`src/hw/e1osp_pkg.sv`:
```
// Constants, register map and state types for the E1 transmit overhead source selector.
// Assumes a 25 MHz pclk carrying one outbound line bit per clock and an APB master.
package e1osp_pkg;

  // Register indices; byte address is four times the index
  localparam logic [15:0] SIGDL_IDX = 16'h010a;
  localparam logic [15:0] CTRL_IDX  = 16'h0140;
  localparam logic [15:0] STAT_IDX  = 16'h0141;

  // Link select register fields
  localparam int unsigned SA4EN_BIT = 3;
  localparam int unsigned CODE_LSB  = 0;

  // Own control register fields
  localparam int unsigned LINK_LSB   = 0;
  localparam int unsigned SASEL_BIT  = 2;
  localparam int unsigned SA4VAL_BIT = 3;
  localparam int unsigned CAS_LSB    = 4;
  localparam int unsigned TS16P_BIT  = 6;
  localparam int unsigned DEPIN_BIT  = 7;

  // Reset values
  localparam logic [3:0] SIGDL_RST = 4'h0;
  localparam logic [7:0] CTRL_RST  = 8'h00;

  // Frame positions
  localparam logic [2:0] SA4_POS  = 3'h3;
  localparam logic [4:0] TS0      = 5'h00;
  localparam logic [4:0] TS16     = 5'h10;
  localparam logic [2:0] LAST_BIT = 3'h7;

  // Source selection codes
  localparam logic [2:0] CODE_DL_SER   = 3'h0;
  localparam logic [2:0] CODE_DL_CAS   = 3'h1;
  localparam logic [2:0] CODE_ONE_SER  = 3'h2;
  localparam logic [2:0] CODE_ONE_CAS  = 3'h3;
  localparam logic [2:0] CODE_DL_SIGDE = 3'h4;
  localparam logic [1:0] LINK_HDLC     = 2'h1;

  // CAS timeslot 16 sources
  localparam logic [1:0] CAS_SERIAL = 2'h0;
  localparam logic [1:0] CAS_REG    = 2'h1;
  localparam logic [1:0] CAS_OH     = 2'h2;
  localparam logic [1:0] CAS_SIG    = 2'h3;

  typedef struct packed {
    logic [2:0] bit_pos;
    logic [4:0] slot;
    logic       frame_odd;
  } e1osp_pos_type;

  typedef struct packed {
    logic [3:0]  sigdl;
    logic [7:0]  ctrl;
    logic        pready;
    logic        pslverr;
    logic [31:0] prdata;
    logic        line;
    logic        take;
  } e1osp_state_type;

endpackage : e1osp_pkg

```
`src/hw/e1osp_position.sv`:
```
// Bit, timeslot and frame-parity counter for the outbound E1 stream.
// Assumes frame_sync pulses one clock before bit 0 of timeslot 0 of a FAS frame.
module e1osp_position
  import e1osp_pkg::*;
(
  // Clock and reset
  input  wire logic       pclk,
  input  wire logic       presetn,
  // Alignment
  input  wire logic       frame_sync,
  // Position
  output logic [2:0]      bit_pos,
  output logic [4:0]      slot,
  output logic            frame_odd
);

  e1osp_pos_type s;
  e1osp_pos_type next_s;

  always_comb begin
    next_s = s;
    if (frame_sync) begin
      next_s = '0;
    end else begin
      next_s.bit_pos = s.bit_pos + 3'h1;
      if (s.bit_pos == LAST_BIT) begin
        next_s.slot = s.slot + 5'h01;
        // Slot wraps naturally at 32; frame parity flips on the wrap
        if (s.slot == 5'h1f) begin
          next_s.frame_odd = ~s.frame_odd;
        end
      end
    end
  end

  always_ff @(posedge pclk or negedge presetn) begin
    if (!presetn) begin
      s <= '0;
    end else begin
      s <= next_s;
    end
  end

  assign bit_pos   = s.bit_pos;
  assign slot      = s.slot;
  assign frame_odd = s.frame_odd;

endmodule : e1osp_position

```
`src/hw/e1osp_top.sv`:
```
// Transmit overhead source selector: picks Sa4, D/E and timeslot 16 sources per bit.
// Assumes backplane inputs and data link bit are synchronous to pclk, one line bit per clock.
//
// Design decisions made here: the register offsets and the APB register port.
module e1osp_top
  import e1osp_pkg::*;
(
  // Clock and reset
  input  wire logic        pclk,
  input  wire logic        presetn,
  // APB slave
  input  wire logic        psel,
  input  wire logic        penable,
  input  wire logic        pwrite,
  input  wire logic [15:0] paddr,
  input  wire logic [31:0] pwdata,
  input  wire logic [3:0]  pstrb,
  output logic             pready,
  output logic             pslverr,
  output logic [31:0]      prdata,
  // Frame alignment
  input  wire logic        frame_sync,
  // Backplane inputs
  input  wire logic        tx_serial_in,
  input  wire logic        tx_fraction_data_in,
  input  wire logic        tx_signaling_in,
  input  wire logic        tx_overhead_in,
  input  wire logic        de_active,
  // Per-timeslot signaling register bit for the current position
  input  wire logic        ts_sig_reg_bit,
  // Data link source
  input  wire logic        dl_bit_in,
  output logic             dl_bit_take,
  // Outbound stream
  output logic             tx_line_out
);

  e1osp_state_type s;
  e1osp_state_type next_s;

  logic [2:0] bit_pos;
  logic [4:0] slot;
  logic       frame_odd;

  e1osp_position u_position (
    .pclk       (pclk),
    .presetn    (presetn),
    .frame_sync (frame_sync),
    .bit_pos    (bit_pos),
    .slot       (slot),
    .frame_odd  (frame_odd)
  );

  // Unused codes fall back to the default selection
  function automatic logic [2:0] eff_code(input logic [2:0] raw);
    return (raw > CODE_DL_SIGDE) ? CODE_DL_SER : raw;
  endfunction : eff_code

  // Word index from a byte address; misaligned addresses miss every register
  function automatic logic hit(input logic [15:0] addr, input logic [15:0] idx);
    return (addr[1:0] == 2'h0) && (addr[15:2] == idx[13:0]);
  endfunction : hit

  logic [2:0] code;
  logic       sa4_en;
  logic [1:0] link_sel;
  logic       sa_sel;
  logic       sa4_val;
  logic [1:0] cas_sel;
  logic       ts16_pin;
  logic       de_pin;
  logic       nat_ones;
  logic       sa4_slot;
  logic       dl_ok;
  logic       in_ts16;
  logic       setup;
  logic       mapped;
  logic [31:0] rd_word;
  logic       line_bit;
  logic       take_bit;

  always_comb begin
    code     = eff_code(s.sigdl[CODE_LSB +: 3]);
    sa4_en   = s.sigdl[SA4EN_BIT];
    link_sel = s.ctrl[LINK_LSB +: 2];
    sa_sel   = s.ctrl[SASEL_BIT];
    sa4_val  = s.ctrl[SA4VAL_BIT];
    cas_sel  = s.ctrl[CAS_LSB +: 2];
    ts16_pin = s.ctrl[TS16P_BIT];
    de_pin   = s.ctrl[DEPIN_BIT];
    nat_ones = (code == CODE_ONE_SER) || (code == CODE_ONE_CAS);
    sa4_slot = (slot == TS0) && frame_odd && (bit_pos == SA4_POS);
    dl_ok    = sa4_en && (link_sel == LINK_HDLC) && !sa_sel;
    in_ts16  = (slot == TS16);
  end

  // Bit source selection
  always_comb begin
    line_bit = tx_serial_in;
    take_bit = 1'b0;
    if (sa4_slot) begin
      if (nat_ones) begin
        line_bit = 1'b1;
      end else if (sa_sel) begin
        line_bit = sa4_val;
      end else if (!sa4_en) begin
        line_bit = 1'b1;
      end else if (dl_ok) begin
        line_bit = dl_bit_in;
        take_bit = 1'b1;
      end else begin
        // Enabled but no HDLC source: serial passes through
        line_bit = tx_serial_in;
      end
    end else if (in_ts16) begin
      unique case (code)
        CODE_DL_CAS, CODE_ONE_CAS: begin
          unique case (cas_sel)
            CAS_SERIAL: line_bit = tx_serial_in;
            CAS_REG:    line_bit = ts_sig_reg_bit;
            CAS_OH:     line_bit = tx_overhead_in;
            CAS_SIG:    line_bit = tx_signaling_in;
          endcase
        end
        CODE_ONE_SER: line_bit = ts16_pin ? tx_signaling_in : tx_serial_in;
        default:      line_bit = tx_serial_in;
      endcase
    end else if (de_active && (slot != TS0)) begin
      if (code == CODE_DL_SIGDE) begin
        line_bit = de_pin ? tx_signaling_in : tx_serial_in;
      end else begin
        line_bit = de_pin ? tx_fraction_data_in : tx_serial_in;
      end
    end
  end

  // Register read mux, captured in the setup cycle
  always_comb begin
    rd_word = 32'h0000_0000;
    mapped  = 1'b1;
    if (hit(paddr, SIGDL_IDX)) begin
      rd_word[3:0] = s.sigdl;
    end else if (hit(paddr, CTRL_IDX)) begin
      rd_word[7:0] = s.ctrl;
    end else if (hit(paddr, STAT_IDX)) begin
      rd_word[8:0]   = {frame_odd, slot, bit_pos};
      rd_word[11:9]  = code;
      rd_word[12]    = dl_ok;
    end else begin
      mapped = 1'b0;
    end
  end

  assign setup = psel && !penable;

  always_comb begin
    next_s      = s;
    next_s.line = line_bit;
    next_s.take = take_bit;
    // Zero-wait answer: pready rises in the access cycle and drops after it
    next_s.pready  = setup;
    next_s.pslverr = setup && !mapped;
    if (setup) begin
      next_s.prdata = pwrite ? 32'h0000_0000 : rd_word;
    end
    if (psel && penable && s.pready && pwrite && !s.pslverr && pstrb[0]) begin
      if (hit(paddr, SIGDL_IDX)) begin
        // Sa5-Sa8 enables are not implemented and read back as zero
        next_s.sigdl = pwdata[3:0];
      end else if (hit(paddr, CTRL_IDX)) begin
        next_s.ctrl = pwdata[7:0];
      end
    end
  end

  always_ff @(posedge pclk or negedge presetn) begin
    if (!presetn) begin
      s       <= '0;
      s.sigdl <= SIGDL_RST;
      s.ctrl  <= CTRL_RST;
      s.line  <= 1'b1;
    end else begin
      s <= next_s;
    end
  end

  assign pready      = s.pready;
  assign pslverr     = s.pslverr;
  assign prdata      = s.prdata;
  assign tx_line_out = s.line;
  assign dl_bit_take = s.take;

  sa4_off_ones_a : assert property (
    @(posedge pclk) disable iff (!presetn)
    sa4_slot && !nat_ones && !sa_sel && !sa4_en |=> tx_line_out
  ) else $error("Sa4 not forced to one with link disabled");

  sa4_link_data_a : assert property (
    @(posedge pclk) disable iff (!presetn)
    sa4_slot && !nat_ones && dl_ok |=> dl_bit_take && (tx_line_out == $past(dl_bit_in))
  ) else $error("Sa4 did not carry the data link bit");

  take_cause_a : assert property (
    @(posedge pclk) disable iff (!presetn)
    dl_bit_take |-> $past(sa4_slot && sa4_en && link_sel == LINK_HDLC && !sa_sel)
  ) else $error("Data link bit taken outside an enabled Sa4 position");

  sa4_reg_src_a : assert property (
    @(posedge pclk) disable iff (!presetn)
    sa4_slot && !nat_ones && sa_sel |=> !dl_bit_take && (tx_line_out == $past(sa4_val))
  ) else $error("Sa4 register value not sent");

  nat_ones_a : assert property (
    @(posedge pclk) disable iff (!presetn)
    sa4_slot && (s.sigdl[2:0] == CODE_ONE_SER || s.sigdl[2:0] == CODE_ONE_CAS)
      |=> tx_line_out && !dl_bit_take
  ) else $error("National bit not forced to one");

  cas_oh_src_a : assert property (
    @(posedge pclk) disable iff (!presetn)
    in_ts16 && (s.sigdl[2:0] == CODE_DL_CAS) && (cas_sel == CAS_OH)
      |=> tx_line_out == $past(tx_overhead_in)
  ) else $error("Timeslot 16 not taken from overhead pin");

  ts16_serial_a : assert property (
    @(posedge pclk) disable iff (!presetn)
    in_ts16 && (s.sigdl[2:0] == CODE_DL_SER || s.sigdl[2:0] == CODE_DL_SIGDE)
      |=> tx_line_out == $past(tx_serial_in)
  ) else $error("Timeslot 16 not taken from serial pin");

  de_sig_src_a : assert property (
    @(posedge pclk) disable iff (!presetn)
    de_active && !in_ts16 && (slot != TS0) && (s.sigdl[2:0] == CODE_DL_SIGDE) && de_pin
      |=> tx_line_out == $past(tx_signaling_in)
  ) else $error("D/E channel not taken from signaling pin");

  bad_code_a : assert property (
    @(posedge pclk) disable iff (!presetn)
    in_ts16 && (s.sigdl[2:0] > CODE_DL_SIGDE) |=> tx_line_out == $past(tx_serial_in)
  ) else $error("Unused code not handled as default");

  reset_zero_a : assert property (
    @(posedge pclk) disable iff (!presetn)
    $rose(presetn) |-> (s.sigdl == SIGDL_RST) && (code == CODE_DL_SER)
  ) else $error("Link select register not zero after reset");

  apb_answer_a : assert property (
    @(posedge pclk) disable iff (!presetn)
    psel && !penable |=> pready ##1 !pready
  ) else $error("APB answer not in the access cycle");

  apb_slverr_a : assert property (
    @(posedge pclk) disable iff (!presetn)
    psel && !penable && !mapped |=> pready && pslverr
  ) else $error("Unmapped access answered without error");

  sa4_pass_a : assert property (
    @(posedge pclk) disable iff (!presetn)
    sa4_slot && !nat_ones && !sa_sel && sa4_en && (link_sel != LINK_HDLC)
      |=> !dl_bit_take && (tx_line_out == $past(tx_serial_in))
  ) else $error("Sa4 serial value not passed through");

  cas_ser_src_a : assert property (
    @(posedge pclk) disable iff (!presetn)
    in_ts16 && (code == CODE_DL_CAS || code == CODE_ONE_CAS) && (cas_sel == CAS_SERIAL)
      |=> tx_line_out == $past(tx_serial_in)
  ) else $error("Timeslot 16 not taken from serial pin under CAS");

  cas_reg_src_a : assert property (
    @(posedge pclk) disable iff (!presetn)
    in_ts16 && (code == CODE_DL_CAS || code == CODE_ONE_CAS) && (cas_sel == CAS_REG)
      |=> tx_line_out == $past(ts_sig_reg_bit)
  ) else $error("Timeslot 16 not taken from signaling register");

  cas_sig_src_a : assert property (
    @(posedge pclk) disable iff (!presetn)
    in_ts16 && (code == CODE_DL_CAS || code == CODE_ONE_CAS) && (cas_sel == CAS_SIG)
      |=> tx_line_out == $past(tx_signaling_in)
  ) else $error("Timeslot 16 not taken from signaling pin under CAS");

  ts16_sig_pin_a : assert property (
    @(posedge pclk) disable iff (!presetn)
    in_ts16 && (s.sigdl[2:0] == CODE_ONE_SER) && ts16_pin
      |=> tx_line_out == $past(tx_signaling_in)
  ) else $error("Timeslot 16 not taken from signaling pin under code 010");

  de_frac_src_a : assert property (
    @(posedge pclk) disable iff (!presetn)
    de_active && !in_ts16 && (slot != TS0) && (s.sigdl[2:0] != CODE_DL_SIGDE) && de_pin
      |=> tx_line_out == $past(tx_fraction_data_in)
  ) else $error("D/E channel not taken from fraction pin");

  de_serial_a : assert property (
    @(posedge pclk) disable iff (!presetn)
    de_active && !in_ts16 && (slot != TS0) && !de_pin
      |=> tx_line_out == $past(tx_serial_in)
  ) else $error("D/E channel not taken from serial pin");

endmodule : e1osp_top

```
`config.mk`:
```
export PLATFORM = sky130hd
export DESIGN_NAME = e1osp_top
export DESIGN_NICKNAME = d
export VERILOG_FILES = /design/src/hw/e1osp_pkg.sv /design/src/hw/e1osp_position.sv /design/src/hw/e1osp_top.sv
export SDC_FILE = /design/constraint.sdc
export NUM_CORES = 1
export LEC_CHECK = 0
export BUFFER_PORTS_ARGS = -buffer_cell sky130_fd_sc_hd__clkbuf_2
export CAP_MARGIN = 40
export CORE_MARGIN = 5
export CORE_UTILIZATION = 47
export CTS_BUF_LIST = sky130_fd_sc_hd__clkbuf_16
export DETAILED_ROUTE_END_ITERATION = 8
export PLACE_DENSITY = 0.87
export SKIP_LAST_GASP = 1
export SYNTH_ARGS = -nofsm -noshare
export SYNTH_HDL_FRONTEND = slang
export SYNTH_HIERARCHICAL = 1
export SYNTH_SLANG_ARGS = --single-unit
```
`constraint.sdc`:
```
create_clock -name pclk -period 2.45 [get_ports pclk]
set_input_delay 0.3675 -clock pclk [delete_from_list [all_inputs] [get_ports pclk]]
set_output_delay 0.3675 -clock pclk [all_outputs]
set_load 0.02 [all_outputs]
```
# After elaboration in Yosys (flattened, before gate mapping)
# Index checks and enable logic that the tools add are counted.
# op_classes
shifts	0
mul	0
n_lt_le_gt_ge	1
eq_ne	15
bitwise	2
addsub	2
muxes	31
div	0
n_reduce_logical	30
# ops
operator	count
14-bit by 9-bit equality test with 1-bit output (second input constant)	3
13-bit two-way mux	2
1-bit two-way mux	20
9-bit two-way mux	2
1-bit logical AND	15
5-bit equality test (second input constant)	2
3-bit by 2-bit equality test with 1-bit output (second input constant)	3
8-bit two-way mux	1
3-bit equality test (second input constant)	2
6-bit two-way mux	1
5-bit by 1-bit adder with 5-bit output (second input constant)	1
5-bit zero test	1
5-bit two-way mux	1
5-bit nonzero test	1
2-bit by 1-bit equality test with 1-bit output (second input constant)	2
2-bit equality test (second input constant)	2
1-bit zero test	4
2-bit zero test	2
4-bit two-way mux	1
1-bit case mux with 4 select lines	1
2-bit AND reduction	2
2-bit nonzero test	2
3-bit by 1-bit adder with 3-bit output (second input constant)	1
3-bit by 1-bit equality test with 1-bit output (second input constant)	1
7 further kinds	8
# word_totals
wordCells	91
output_inout_bits	36
rom_bits	0
ram_bits	0
latch_bits	0
register_bits	57
memories	0
inputBits	65

# Depth between registers and ports, before layout
# Gate-level depths: netlist (run 1).
# logic_depth
word_depth	8
mapped_depth	5
depth_no_buf	5

# Hierarchy
# The synthesis (run 1) kept the hierarchy.
# modules_own_cells
module	area_each_um2	seq_area_each_um2	instances	cells_each
e1osp_top	1734.2	726.9	1	162
e1osp_position	447.9	225.2	1	35

# Least setup slack after synthesis (run 1)
# No wires, ideal clock.
# synth_path
path_kind	register to register
from	register u_position.s (netlist bit u_position/slot[2])
to	register s (netlist bit tx_line_out)
t_arrival_ps	1770
setup_time_ps	84
n_path_buf	0
t_required_ps	2366
slack_ps	596
period_less_slack_ps	1854
path_stages_with_launch	5
path_cell_list	dfrtp_1 nor4_2 mux2_2 a22o_1 o32a_2
# synth_via
elab_chain_len	5
elab_cells_between_ends	9
cone_classes	1 x eq/ne; 3 x mux; 5 x reduce/logical
# synth_rtl
item	line_no	rtl
from (decl)	e1osp_position.sv:17	e1osp_pos_type s;
from (signal assigned)	e1osp_position.sv:40	s <= next_s;
5-bit nonzero test	e1osp_top.sv:128	end else if (de_active && (slot != TS0)) begin
1-bit logical AND	e1osp_top.sv:128	
1-bit two-way mux	e1osp_top.sv:128	
1-bit two-way mux	e1osp_top.sv:115	end else if (in_ts16) begin
1-bit two-way mux *	e1osp_top.sv:101	if (sa4_slot) begin
net line_bit	e1osp_top.sv:79	logic line_bit;
to (signal assigned)	e1osp_top.sv:183	s <= next_s;
to (decl)	e1osp_top.sv:38	e1osp_state_type s;
# Mark *: on every way through the listed nets, which the timed path passes. The rest lies on a longest branch.
# A chain may end at the register's enable or synchronous reset.

# Worst setup path in the final report (run 1)
# layout_path
from	register u_position.s (netlist bit u_position/slot[3])
to	register s (netlist bit tx_line_out)
# The elaborated chain is that of the path after synthesis.

==> reports/metrics.sh, run 1 <==
CRITICAL_PATH.SLOWEST_CELL='sky130_fd_sc_hd__dfrtp_1'
WORST_SLEW_MARGIN_REL_PCT=61.4
SYNTH_SEQ_AREA_SHARE_PCT=43.6
SYNTH.AVG_CELL_AREA_UM2=11.1
OUTCOME='complete, no violations'
TIMING.FINAL.HOLD_VIOLATIONS=0
VIAS=1622
SYN-CELL-AREA_UM2=2180
SYNTHSIMPLEGATEAREAFRAC_PCT=19.0
TIMING.CRITICAL_PATH.FROM_TYPE='flip-flop'
CTS_MAX_LEVEL=2
YOSYS-MUX-AREA-FRACTION_PCT=14.0
LEAK_nW=1.30
DRT_WL_TOTAL_UM=4990
CRITICAL_PATH_CLASS='flip-flop to flip-flop'
FINAL-SETUP-VIOL-COUNT=0
P_PER_AREA_nW_PER_UM2=552
CTS_ROOT_BUFFER='sky130_fd_sc_hd__clkbuf_16'
POST_CTS_RESIZE_COUNT=0
START_UTIL_PCT=49.4
GRT_ANTENNA_BEFORE_REPAIR=0
LAYOUT_SETUP_WS_NS=0.587
ANTENNA-DIODE-COUNT=0
ROUTED.TOP_LAYER='met4'
SYNTH.YOSYS.WARNINGS=6
PERIOD_SHARE_PCT=76.0
WORST_EP_ARRIVAL_TIME_NS=2.07
GRT_PASS1_VIAS=1634
NUMBER_OF_ENABLE_TYPE_REGISTER_CELLS_IN_THE_SYNTHESIZED_NETLIST=0
GRT_PASS1_WL_UM=8060
YOSYS.AREA_SHARE.XOR_XNOR_PCT=0.401
YOSYS.CELL_TYPES.COUNT=45
SYNTHARSTFLOPSHARE_PCT=100
POSTCTSSETUPBUFFERS=0
SYNTH_TOP_CELL_AREA_SHARE_PCT=42.4
DP.FINAL_HPWL_UM=3730
GRT_UTIL_ALL_LAYERS_PCT=16.7
MET3ROUTEDLENGTH_UM=483
CTS.REPORTEDPATHS.CLKPINSLEW_NS=0.05
DIE_AREA_UM2=6110
SYNTH-COMPOUND-AREA-SHARE_PCT=7.05
POSTSYNTH.TOPFLOPCELL='sky130_fd_sc_hd__dfrtp_1'
GRT_MAX_DEGREE=28
ENDPOINT_KIND='flip-flop'
PLACE_CONGESTION=0.835
VDD_IR_DROP_MAX_mV=0.281
SYNTH_SEQ_CELLS=38
FINALMAXSLEWVIOLATIONS=0
TRITONCTS='built'
R2R_SLACK_NS=0.59
GLOBALROUTEOVERFLOWTOTAL=0
WORST_PIN_SLEW_NS=0.573
NETS=311
DETAILEDROUTE.FIRSTPASSITERATIONCOUNT=4
DRT-VIAS-PER-INSTANCE=5.50
WIRE_LENGTH_ON_MET2_UM=2560
IO-PIN-COUNT=101
ROWS=24
PORT_BUFFERS=54
CRITPATHMAXFANOUT=5
DRC_VIOLATION_TOTAL_AFTER_THE_FIRST_TRITONROUTE_ITERATION=95
DRV_CAP=0
FLOORPLAN.DIE.HEIGHT_UM=78.1
DRT.ANTENNA.VIOLATING_NETS=0
TIMING.SETUP.TNS_NS=0
DRC=0
CTS_NUM_SINKS=38
CLOCK_PATH_BUFFERS=2
WORSTPATHREQUIRED_NS=2.66
COREAREA_UM2=4410
TOP_CELL_TYPE_BY_TOTAL_AREA_AFTER_SYNTHESIS='sky130_fd_sc_hd__dfrtp_1'
FILLERINSTANCES=385
WL_PER_CELL_UM=16.9
FINAL_LAYOUT_SIZE_SUFFIX_GT1_SHARE_PCT=37.9
DRT-MET1-WL_UM=1790
SYNTH_CELLS=197
FINALCLOCKSKEW_NS=0.00282
POST_SYNTH_ADDER_CELL_AREA_PCT=2.29
DIEWIDTH_UM=78.1
WORST_SKEW_PAIR.LATE_LATENCY_NS=0.28
CRITPATHMAXSTAGEDELAY_NS=0.44
COMBINATIONAL_FAMILY_WITH_THE_MOST_AREA_AFTER_SYNTHESIS='simple AND/OR/NAND/NOR gates'
CTS-BUFFERS-INSERTED=5
PATH_CELLS='nor4_2 > mux2_2 > a22o_1 > o32a_2'
SYNTHTOPCELLSBYAREA='sky130_fd_sc_hd__dfrtp_1, sky130_fd_sc_hd__buf_4, sky130_fd_sc_hd__mux2_2, sky130_fd_sc_hd__mux2i_1, sky130_fd_sc_hd__nand2_1'
PRE_CTS_SLACK_NS=0.603
AREA_GROWTH_PCT=13.7
TIMING.HOLD.WORST.CLASS='input port to flip-flop'
CLOCK.FMAX_MHz=537
MIN_CYCLE_TIME_LAYOUT_NS=1.86
RSZ0062_AT_GRT='false'
## final timing paths
path / from / end / cells after the start
setup / recovery: u_position/slot[3]$_DFFE_PN0P_ / tx_line_out$_DFF_PN1_ / 4
hold / removal: pwdata[6] / s[42]$_DFFE_PN0P_ / 2
setup reg to reg: u_position/slot[3]$_DFFE_PN0P_ / tx_line_out$_DFF_PN1_ / 4
hold reg to reg: prdata[11]$_DFFE_PN0P_ / prdata[11]$_DFFE_PN0P_ / 2
max in group asynchronous: presetn / tx_line_out$_DFF_PN1_ / 3
min in group asynchronous: presetn / u_position/slot[1]$_DFFE_PN0P_ / 2
## timing repair
| item | CTS | global route |
|---|---|---|
| hold endpoints to repair | 11 | 0 |
| hold buffers | 1 | 0 |
| endpoints found under the setup margin | 0 | 0 |
## cells in the mapped netlist (all sizes together), types with 2 or more instances
| cell | n |
|---|---|
| mux2i | 11 |
| a21oi | 4 |
| a21bo | 2 |
| o21ai | 8 |
| o211ai | 3 |
| nand2 | 16 |
| nand3 | 7 |
| nand2b | 4 |
| nor3 | 2 |
| nor3b | 4 |
| ha | 4 |
| nand4bb | 2 |
| dfrtp | 37 |
| nand3b | 2 |
| and3 | 2 |
| nor2 | 8 |
| nand4 | 3 |
| mux2 | 15 |
| nor4 | 4 |
| a22o | 3 |
| inv | 4 |
| buf | 36 |
| nor2b | 3 |
## registers in the layout (all words and copies together) (netlist names)
register	cells
s	7
link_sel	2
tx_line_out	1
prdata	13
dl_bit_take	1
u_position/slot	5
de_pin	1
cas_sel	2
u_position/frame_odd	1
pslverr	1
u_position/bit_pos	3
pready	1
## critical path: cells and delay by family, from the launching register on
kind / cells / cell delay, ns
AO/OA/AOI/OAI: 2 / 0.58
flip-flops: 1 / 0.44
multiplexers: 1 / 0.39
AND/OR/NAND/NOR: 1 / 0.38
## through the flow
stage	cell area, um2	util (%)	hold slack [ns]	power (mW)	std cells
after CTS	2480	56.2	0.317	1.38	295
after floorplan	2250	-	0.0719	0.737	215
final	2480	56.2	0.317	1.37	295
after global routing	2480	56.2	0.322	1.42	295
after global placement	2310	52.4	0.450	0.765	285
after detailed placement	2330	52.9	0.282	0.772	286
## power by group
group | total [mW] | internal, mW | switching [mW]
registers | 0.641 | 0.635 | 0.00525
clock network | 0.607 | 0.367 | 0.240
logic | 0.123 | 0.0456 | 0.0771
total | 1.37 | 1.05 | 0.322
## kinds of logic (layout without fill, tap and decap cells)
kind of cell,after synthesis,in the layout
AO/OA/AOI/OAI,23,23
adder cells (fa/ha/maj),4,4
multiplexers,27,27
flip-flops,38,38
AND/OR/NAND/NOR,62,62
buffers and inverters,41,69
other,1,19
XOR/XNOR,1,1
## routing by layer
layer,vias up,GRT usage [%]
met5,-,0
met1,789,18.8
met3,18,6.06
li1,746,-
met2,69,28.7
met4,0,6.59
## cell usage in the layout (no fill, tap or decap), types with 2 or more instances in the layout
cell	instances
sky130_fd_sc_hd__a21bo_2	2
sky130_fd_sc_hd__a21oi_1	4
sky130_fd_sc_hd__a22o_1	3
sky130_fd_sc_hd__clkbuf_16	5
sky130_fd_sc_hd__clkbuf_2	54
sky130_fd_sc_hd__conb_1	19
sky130_fd_sc_hd__dfrtp_1	37
sky130_fd_sc_hd__ha_1	4
sky130_fd_sc_hd__inv_1	5
sky130_fd_sc_hd__mux2_2	14
sky130_fd_sc_hd__mux2i_1	11
sky130_fd_sc_hd__nand2_1	16
sky130_fd_sc_hd__nand2b_1	4
sky130_fd_sc_hd__nand3_1	6
sky130_fd_sc_hd__nand3b_1	2
sky130_fd_sc_hd__nand4_1	2
sky130_fd_sc_hd__nand4bb_1	2
sky130_fd_sc_hd__nor2_1	8
sky130_fd_sc_hd__nor2b_1	3
sky130_fd_sc_hd__nor3_1	2
sky130_fd_sc_hd__nor3b_1	2
sky130_fd_sc_hd__nor4_1	3
sky130_fd_sc_hd__o211ai_1	3
sky130_fd_sc_hd__o21ai_0	8
## cell type report
| cell class | count | area (um2) | share of cell area, % |
|---|---|---|---|
| flip-flops and latches | 38 | 952 | 38.4 |
| clock buffers | 5 | 125 | 5.04 |
| repair buffers | 57 | 308 | 12.4 |
| multi-input cells | 136 | 1000 | 40.4 |
| clock inverters | 3 | 12.5 | 0.504 |
| inverters | 4 | 15.0 | 0.605 |
| well taps | 52 | 65.1 | 2.62 |
No activity file was read; power rests on OpenSTA's default activity.
==> inputs of run 2 (changes only) <==
--- a/config.mk
+++ b/config.mk
@@ -5,13 +5,14 @@
 export SDC_FILE = /design/constraint.sdc
 export NUM_CORES = 1
 export LEC_CHECK = 0
+export ABC_AREA = 1
 export BUFFER_PORTS_ARGS = -buffer_cell sky130_fd_sc_hd__clkbuf_2
 export CAP_MARGIN = 40
 export CORE_MARGIN = 5
-export CORE_UTILIZATION = 47
+export CORE_UTILIZATION = 48
 export CTS_BUF_LIST = sky130_fd_sc_hd__clkbuf_16
 export DETAILED_ROUTE_END_ITERATION = 8
-export PLACE_DENSITY = 0.87
+export PLACE_DENSITY = 0.88
 export SKIP_LAST_GASP = 1
 export SYNTH_ARGS = -nofsm -noshare
 export SYNTH_HDL_FRONTEND = slang
==> constraint.sdc (replaced) <==
create_clock -name pclk -period 1.9 [get_ports pclk]
set_input_delay 0.285 -clock pclk [delete_from_list [all_inputs] [get_ports pclk]]
set_output_delay 0.285 -clock pclk [all_outputs]
set_load 0.02 [all_outputs]
==> run 2 against run 1 <==
Compared with the run above:
- critical endpoint is now s[42]$_DFFE_PN0P_
- highest routed layer unchanged
- non-clock buffer count rose by 1
- clock power up 50%
- synthesized area up 7.6%
- largest power group is now clock
==> reports/metrics.sh, run 2 <==
TRITONCTS='built'
SYN-CELL-AREA_UM2=2350
POST_CTS_RESIZE_COUNT=0
SYNTH_SEQ_CELLS=38
WORST_SLEW_MARGIN_REL_PCT=64.9
WORST_SKEW_PAIR.LATE_LATENCY_NS=0.28
START_UTIL_PCT=49.7
P_SW_SHARE_PCT=22.0
COMBINATIONALPOWERSHARE_PCT=8.4
WORST_EP_ARRIVAL_TIME_NS=1.61
SYNTH.AVG_CELL_AREA_UM2=7.43
NUMBER_OF_ENABLE_TYPE_REGISTER_CELLS_IN_THE_SYNTHESIZED_NETLIST=0
PATH_CELLS='inv_1 > nand4_1 > nor3_2 > nor2b_4 > nand2_1 > o21ai_0'
VDD_IR_DROP_MAX_mV=0.327
CTS_ROOT_BUFFER='sky130_fd_sc_hd__clkbuf_16'
FINAL_LAYOUT_SIZE_SUFFIX_GT1_SHARE_PCT=21.7
PLACE_CONGESTION=0.919
CRITICAL_PATH_CLASS='flip-flop to flip-flop'
TOP_CELL_TYPE_BY_TOTAL_AREA_AFTER_SYNTHESIS='sky130_fd_sc_hd__dfrtp_1'
MOST-COMMON-LAYOUT-CELLS='sky130_fd_sc_hd__nand2_1, sky130_fd_sc_hd__clkbuf_2, sky130_fd_sc_hd__nand3_1'
POWER.CLOCK.FRACTION_PCT=48.0
TIMING.REG2REG.WORST_PATH_DEPTH=6
PERIOD_SHARE_PCT=74.4
SWITCHING_POWER_mW=0.417
ENDPOINT_KIND='flip-flop'
DIE_AREA_UM2=6390
CRITPATHMAXFANOUT=16
DIEWIDTH_UM=79.9
COREAREA_UM2=4720
CRITICAL_PATH.SLOWEST_CELL='sky130_fd_sc_hd__nor2b_4'
TIMING.CRITICAL_PATH.MAX_DELAY_FAMILY='simple AND/OR/NAND/NOR gates'
DRT-VIAS-PER-INSTANCE=4.78
CTS-HOLD-FIX-BUFFERS=1
YOSYS.CELL_TYPES.COUNT=26
POSTSYNTH.TOPFLOPCELL='sky130_fd_sc_hd__dfrtp_1'
DRC=0
CTS.REPORTEDPATHS.CLKPINSLEW_NS=0.06
FLOORPLAN.DIE.HEIGHT_UM=79.9
POSTCTSSETUPBUFFERS=0
LEAK_nW=1.54
SYNTH.YOSYS.WARNINGS=6
TIMING.FINAL.HOLD_VIOLATIONS=0
GRT_UTIL_ALL_LAYERS_PCT=17.5
IO-PIN-COUNT=101
SYNTHARSTFLOPSHARE_PCT=100
CLOCK.FMAX_MHz=707
VIAS=2060
MIN_CYCLE_TIME_LAYOUT_NS=1.41
WORST_PIN_SLEW_NS=0.527
OUTCOME='complete, no violations'
PORT_BUFFERS=54
GRT_PASS1_VIAS=1991
TIMING.CRITICAL_PATH.FROM_TYPE='flip-flop'
DRT_WL_TOTAL_UM=5260
WORSTPATHREQUIRED_NS=2.10
SYNTH_SEQ_AREA_SHARE_PCT=40.6
ROWS=25
YOSYSMOSTFREQUENTCELL='sky130_fd_sc_hd__nand2_1'
WL_PER_CELL_UM=12.2
LARGEST_REGISTER_FFS=13
FINISH.UTILIZATION_PCT=57.2
P_INT_mW=1.48
DRC_VIOLATION_TOTAL_AFTER_THE_FIRST_TRITONROUTE_ITERATION=180
FINALCLOCKSKEW_NS=0.00490
GRT_MAX_DEGREE=21
SYNTHTOPCELLSBYAREA='sky130_fd_sc_hd__dfrtp_1, sky130_fd_sc_hd__nand2_1, sky130_fd_sc_hd__buf_4, sky130_fd_sc_hd__nand3_1, sky130_fd_sc_hd__inv_1'
TIMING.SETUP.TNS_NS=0
DP.FINAL_HPWL_UM=4230
DRT.ANTENNA.VIOLATING_NETS=0
GRT_PASS1_WL_UM=8830
FINAL-SETUP-VIOL-COUNT=0
ANTENNA-DIODE-COUNT=0
P_PER_AREA_nW_PER_UM2=702
CP_NUM_BUF_INV=1
CTS_NUM_SINKS=38
CTS-BUFFERS-INSERTED=5
FILLERINSTANCES=438
GLOBALROUTEOVERFLOWTOTAL=0
CP_NUM_CELLS=6
DRV_CAP=0
TIMING.HOLD.WORST.CLASS='input port to flip-flop'
CRITPATHMAXSTAGEDELAY_NS=0.41
AREA_GROWTH_PCT=15.1
WORST_HOLD_MARGIN_NS=0.200
SYNTH_CELLS=316
SYNTH_TOP_CELL_AREA_SHARE_PCT=39.4
SYNTH_TOP_CELLS_BY_COUNT='sky130_fd_sc_hd__nand2_1, sky130_fd_sc_hd__nand3_1, sky130_fd_sc_hd__dfrtp_1, sky130_fd_sc_hd__inv_1, sky130_fd_sc_hd__nor2_1'
RSZ0062_AT_GRT='false'
CTS_MAX_LEVEL=2
NETS=432
CLOCK_PATH_BUFFERS=2
HOLD_PATH_DEPTH=2
GRT_ANTENNA_BEFORE_REPAIR=0
POWER_FRAC_SEQ_PCT=43.5
DETAILEDROUTE.FIRSTPASSITERATIONCOUNT=4
FINALMAXSLEWVIOLATIONS=0
MOSTFREQUENTLAYOUTCELL='sky130_fd_sc_hd__nand2_1'
run 2: cell count changes in the layout (fill, tap and decap cells not counted), sizes merged, moves of 4 or more:
cell    change
inv        +34
nand2b      -4
nand3      +37
mux2i      -11
nor3b       -4
nor4        -4
o21ai       +6
mux2       -15
nand2      +72
o31ai       +4
nor2       +32
run 2: final timing paths:
path | from | to | slack (ns)
setup / recovery | pslverr$_DFF_PN0_ | s[42]$_DFFE_PN0P_ | 0.49
hold / removal | frame_sync | u_position/bit_pos[2]$_DFF_PN0_ | 0.20
setup reg to reg | pslverr$_DFF_PN0_ | s[42]$_DFFE_PN0P_ | 0.49
hold reg to reg | prdata[3]$_DFFE_PN0P_ | prdata[3]$_DFFE_PN0P_ | 0.48
max in group asynchronous | presetn | u_position/slot[2]$_DFFE_PN0P_ | 0.90
min in group asynchronous | presetn | u_position/slot[4]$_DFFE_PN0P_ | 0.52
run 2: final cells by class:
cell class / instances / area, um2 / area share, %
tap: 67 / 83.8 / 3.10
sequential: 38 / 952 / 35.2
clock inverter: 3 / 37.5 / 1.39
multi-input combinational: 222 / 1050 / 38.7
inverter: 38 / 143 / 5.28
timing repair buffer: 58 / 315 / 11.7
clock buffer: 5 / 125 / 4.63
run 2: kinds of logic (layout without fill, tap and decap cells):
family,count (synthesis),after routing,synth area share [%]
other,1,19,0.160
AND/OR/NAND/NOR,179,179,34.4
AO/OA/AOI/OAI,20,20,5.01
buffers and inverters,74,104,17.8
adder cells (fa/ha/maj),4,4,2.13
flip-flops,38,38,40.6
run 2: per-layer routing:
layer	vias up	wire [um]	GRT usage, %
met2	72	2540	29.4
met4	0	127	7.43
met3	16	418	3.50
met5	-	0	0
li1	1040	-	-
met1	932	2170	21.8
run 2: per-stage QoR:
stage               cell area (um2)  instances  power, mW  worst slack (ns)
finish                         2700        431       1.90             0.486
global route                   2700        431       1.97             0.318
CTS                            2700        431       1.91             0.473
detailed placement             2530        422      0.999             0.387
global placement               2530        422      0.995             0.441
floorplan                      2410        334      0.951             0.473
run 2: power groups by stage:
stage | sequential, mW | combinational, mW | clock [mW]
after global routing | 0.827 | 0.182 | 0.958
after global placement | 0.839 | 0.156 | 0
after floorplan | 0.843 | 0.108 | 0
final | 0.826 | 0.160 | 0.912
after CTS | 0.826 | 0.162 | 0.918
after detailed placement | 0.840 | 0.159 | 0
==> inputs of run 3 (changes only) <==
==> constraint.sdc (replaced) <==
create_clock -name pclk -period 1.5 [get_ports pclk]
set_input_delay 0.225 -clock pclk [delete_from_list [all_inputs] [get_ports pclk]]
set_output_delay 0.225 -clock pclk [all_outputs]
set_load 0.02 [all_outputs]
==> run 3 against run 2 <==
Compared with the run above:
- global-route usage increased by 0.64 points
- clock skew increased by 0.0032 ns
- worst setup slack got worse by 0.33 ns
- maximum frequency increased by 4.9%
- register-to-register slack got worse by 0.33 ns
- critical path depth increased by 1
- die area unchanged
- largest power group unchanged
==> reports/metrics.sh, run 3 (same netlist as run 2, synthesis figures left out) <==
OUTCOME='complete, no violations'
LARGEST_REGISTER_FFS=13
GRT.MET2_USAGE_PCT=32.4
DRT_WL_TOTAL_UM=5380
RSZ0062_AT_GRT='false'
GRT_UTIL_ALL_LAYERS_PCT=18.2
ANTENNA-DIODE-COUNT=0
DIEWIDTH_UM=79.9
USE_MET3_PCT=3.27
GLOBALROUTEOVERFLOWTOTAL=0
DETAILEDROUTE.FIRSTPASSITERATIONCOUNT=4
MOSTFREQUENTLAYOUTCELL='sky130_fd_sc_hd__nand2_1'
COREAREA_UM2=4720
FLOORPLAN.DIE.HEIGHT_UM=79.9
DRC_VIOLATION_TOTAL_AFTER_THE_FIRST_TRITONROUTE_ITERATION=94
VIAS=2089
CRITICAL_PATH_CLASS='flip-flop to flip-flop'
PLACED_CELLS_INCL_TAPS=425
ENDPOINT_KIND='flip-flop'
GRT_ANTENNA_BEFORE_REPAIR=0
MIN_CYCLE_TIME_LAYOUT_NS=1.35
CLOCK.FMAX_MHz=742
GRT_MAX_DEGREE=22
CTS.REPORTEDPATHS.CLKPINSLEW_NS=0.05
TIMING.HOLD.WORST.CLASS='input port to flip-flop'
TIMING.FINAL.HOLD_VIOLATIONS=0
VDD_IR_DROP_MAX_mV=0.454
FINAL_CELLS=437
FINAL_LAYOUT_SIZE_SUFFIX_GT1_SHARE_PCT=23.2
GRT_PASS1_WL_UM=9050
CLOCK_PATH_BUFFERS=2
WORST_SKEW_PAIR.LATE_LATENCY_NS=0.28
WORST_EP_ARRIVAL_TIME_NS=1.52
FINALCLOCKSKEW_NS=0.00812
AREA_GROWTH_PCT=17.2
CTS_MAX_LEVEL=2
WORSTPATHREQUIRED_NS=1.68
GR-USAGE-MET1_PCT=21.9
TIMING.SETUP.TNS_NS=0
DRT-VIAS-PER-INSTANCE=4.78
MOST-COMMON-LAYOUT-CELLS='sky130_fd_sc_hd__nand2_1, sky130_fd_sc_hd__clkbuf_2, sky130_fd_sc_hd__nand3_1'
CTS_ROOT_BUFFER='sky130_fd_sc_hd__clkbuf_16'
GRT_PASS1_VIAS=2048
DRC=0
WL_PER_CELL_UM=12.3
DRT.ANTENNA.VIOLATING_NETS=0
DRV_CAP=0
LEAK_nW=1.57
CRITPATHMAXFANOUT=8
START_UTIL_PCT=49.7
GR-MAX-USAGE-LAYER='met2'
CTS-BUFFERS-INSERTED=5
FINALMAXSLEWVIOLATIONS=0
CTS_NUM_SINKS=38
IO-PIN-COUNT=101
FINAL-SETUP-VIOL-COUNT=0
DP.FINAL_HPWL_UM=4390
P_PER_AREA_nW_PER_UM2=875
PERIOD_SHARE_PCT=89.9
NETS=438
TRITONCTS='built'
DIE_AREA_UM2=6390
ROWS=25
PLACE_CONGESTION=0.950
TIMING.CRITICAL_PATH.FROM_TYPE='flip-flop'
PORT_BUFFERS=54
==> run 3: cell type report <==
cell class / instances / area [um2]
fillers: 414 / 1970
flip-flops and latches: 38 / 952
multi-input cells: 222 / 1050
inverters: 38 / 143
well taps: 67 / 83.8
clock buffers: 5 / 125
clock inverters: 3 / 37.5
repair buffers: 64 / 360
==> run 3: layer usage <==
metal	routed length, um	part of all wire (%)
met5	0	0
met4	86	1.6
met3	390	7.2
met2	2710	50
met1	2200	41
==> run 3: power by group <==
group / leakage (nW) / switching (mW) / internal, mW
registers: 0.481 / 0.00844 / 1.04
clock network: 0.0826 / 0.385 / 0.771
logic: 1.00 / 0.138 / 0.0668
==> run 3: repair_timing <==
item | in CTS | in global routing
buffers inserted | 0 | 3
hold buffers | 1 | 0
endpoints found under the setup margin | 0 | 7
resized for setup | 0 | 1
endpoints found under the hold margin | 16 | 0
==> run 3: worst paths after layout <==
kind | cells past startpoint | start | to | slack, ns
setup / recovery | 7 | u_position/bit_pos[0]$_DFF_PN0_ | u_position/slot[3]$_DFFE_PN0P_ | 0.15
hold / removal | 2 | frame_sync | u_position/bit_pos[1]$_DFF_PN0_ | 0.14
setup reg to reg | 7 | u_position/bit_pos[0]$_DFF_PN0_ | u_position/slot[3]$_DFFE_PN0P_ | 0.15
hold reg to reg | 2 | prdata[1]$_DFFE_PN0P_ | prdata[1]$_DFFE_PN0P_ | 0.48
max in group asynchronous | 3 | presetn | prdata[9]$_DFFE_PN0P_ | 0.61
min in group asynchronous | 2 | presetn | u_position/bit_pos[1]$_DFF_PN0_ | 0.42
==> run 3: per-stage QoR <==
stage / utilization, % / power, mW / cell area [um2] / setup slack (ns) / hold WS [ns]
after floorplan: - / 1.21 / 2410 / 0.0726 / -0.0706
after global placement: 54.0 / 1.26 / 2550 / 0.0851 / 0.189
after detailed placement: 54.0 / 1.27 / 2550 / 0.0252 / 0.193
after CTS: 57.7 / 2.42 / 2730 / 0.0664 / 0.143
after global routing: 58.2 / 2.49 / 2750 / 0.0266 / 0.155
final: 58.2 / 2.41 / 2750 / 0.152 / 0.139
==> run 3: worst max-delay path: stages (launching register included) <==
cell and delay [ns]:
sky130_fd_sc_hd__dfrtp_1 0.41, sky130_fd_sc_hd__ha_1 0.19, sky130_fd_sc_hd__ha_2 0.29, sky130_fd_sc_hd__nand2_4 0.08, sky130_fd_sc_hd__nor2_4 0.11, sky130_fd_sc_hd__nand2_1 0.06, sky130_fd_sc_hd__nand2_1 0.06, sky130_fd_sc_hd__nor2_1 0.04
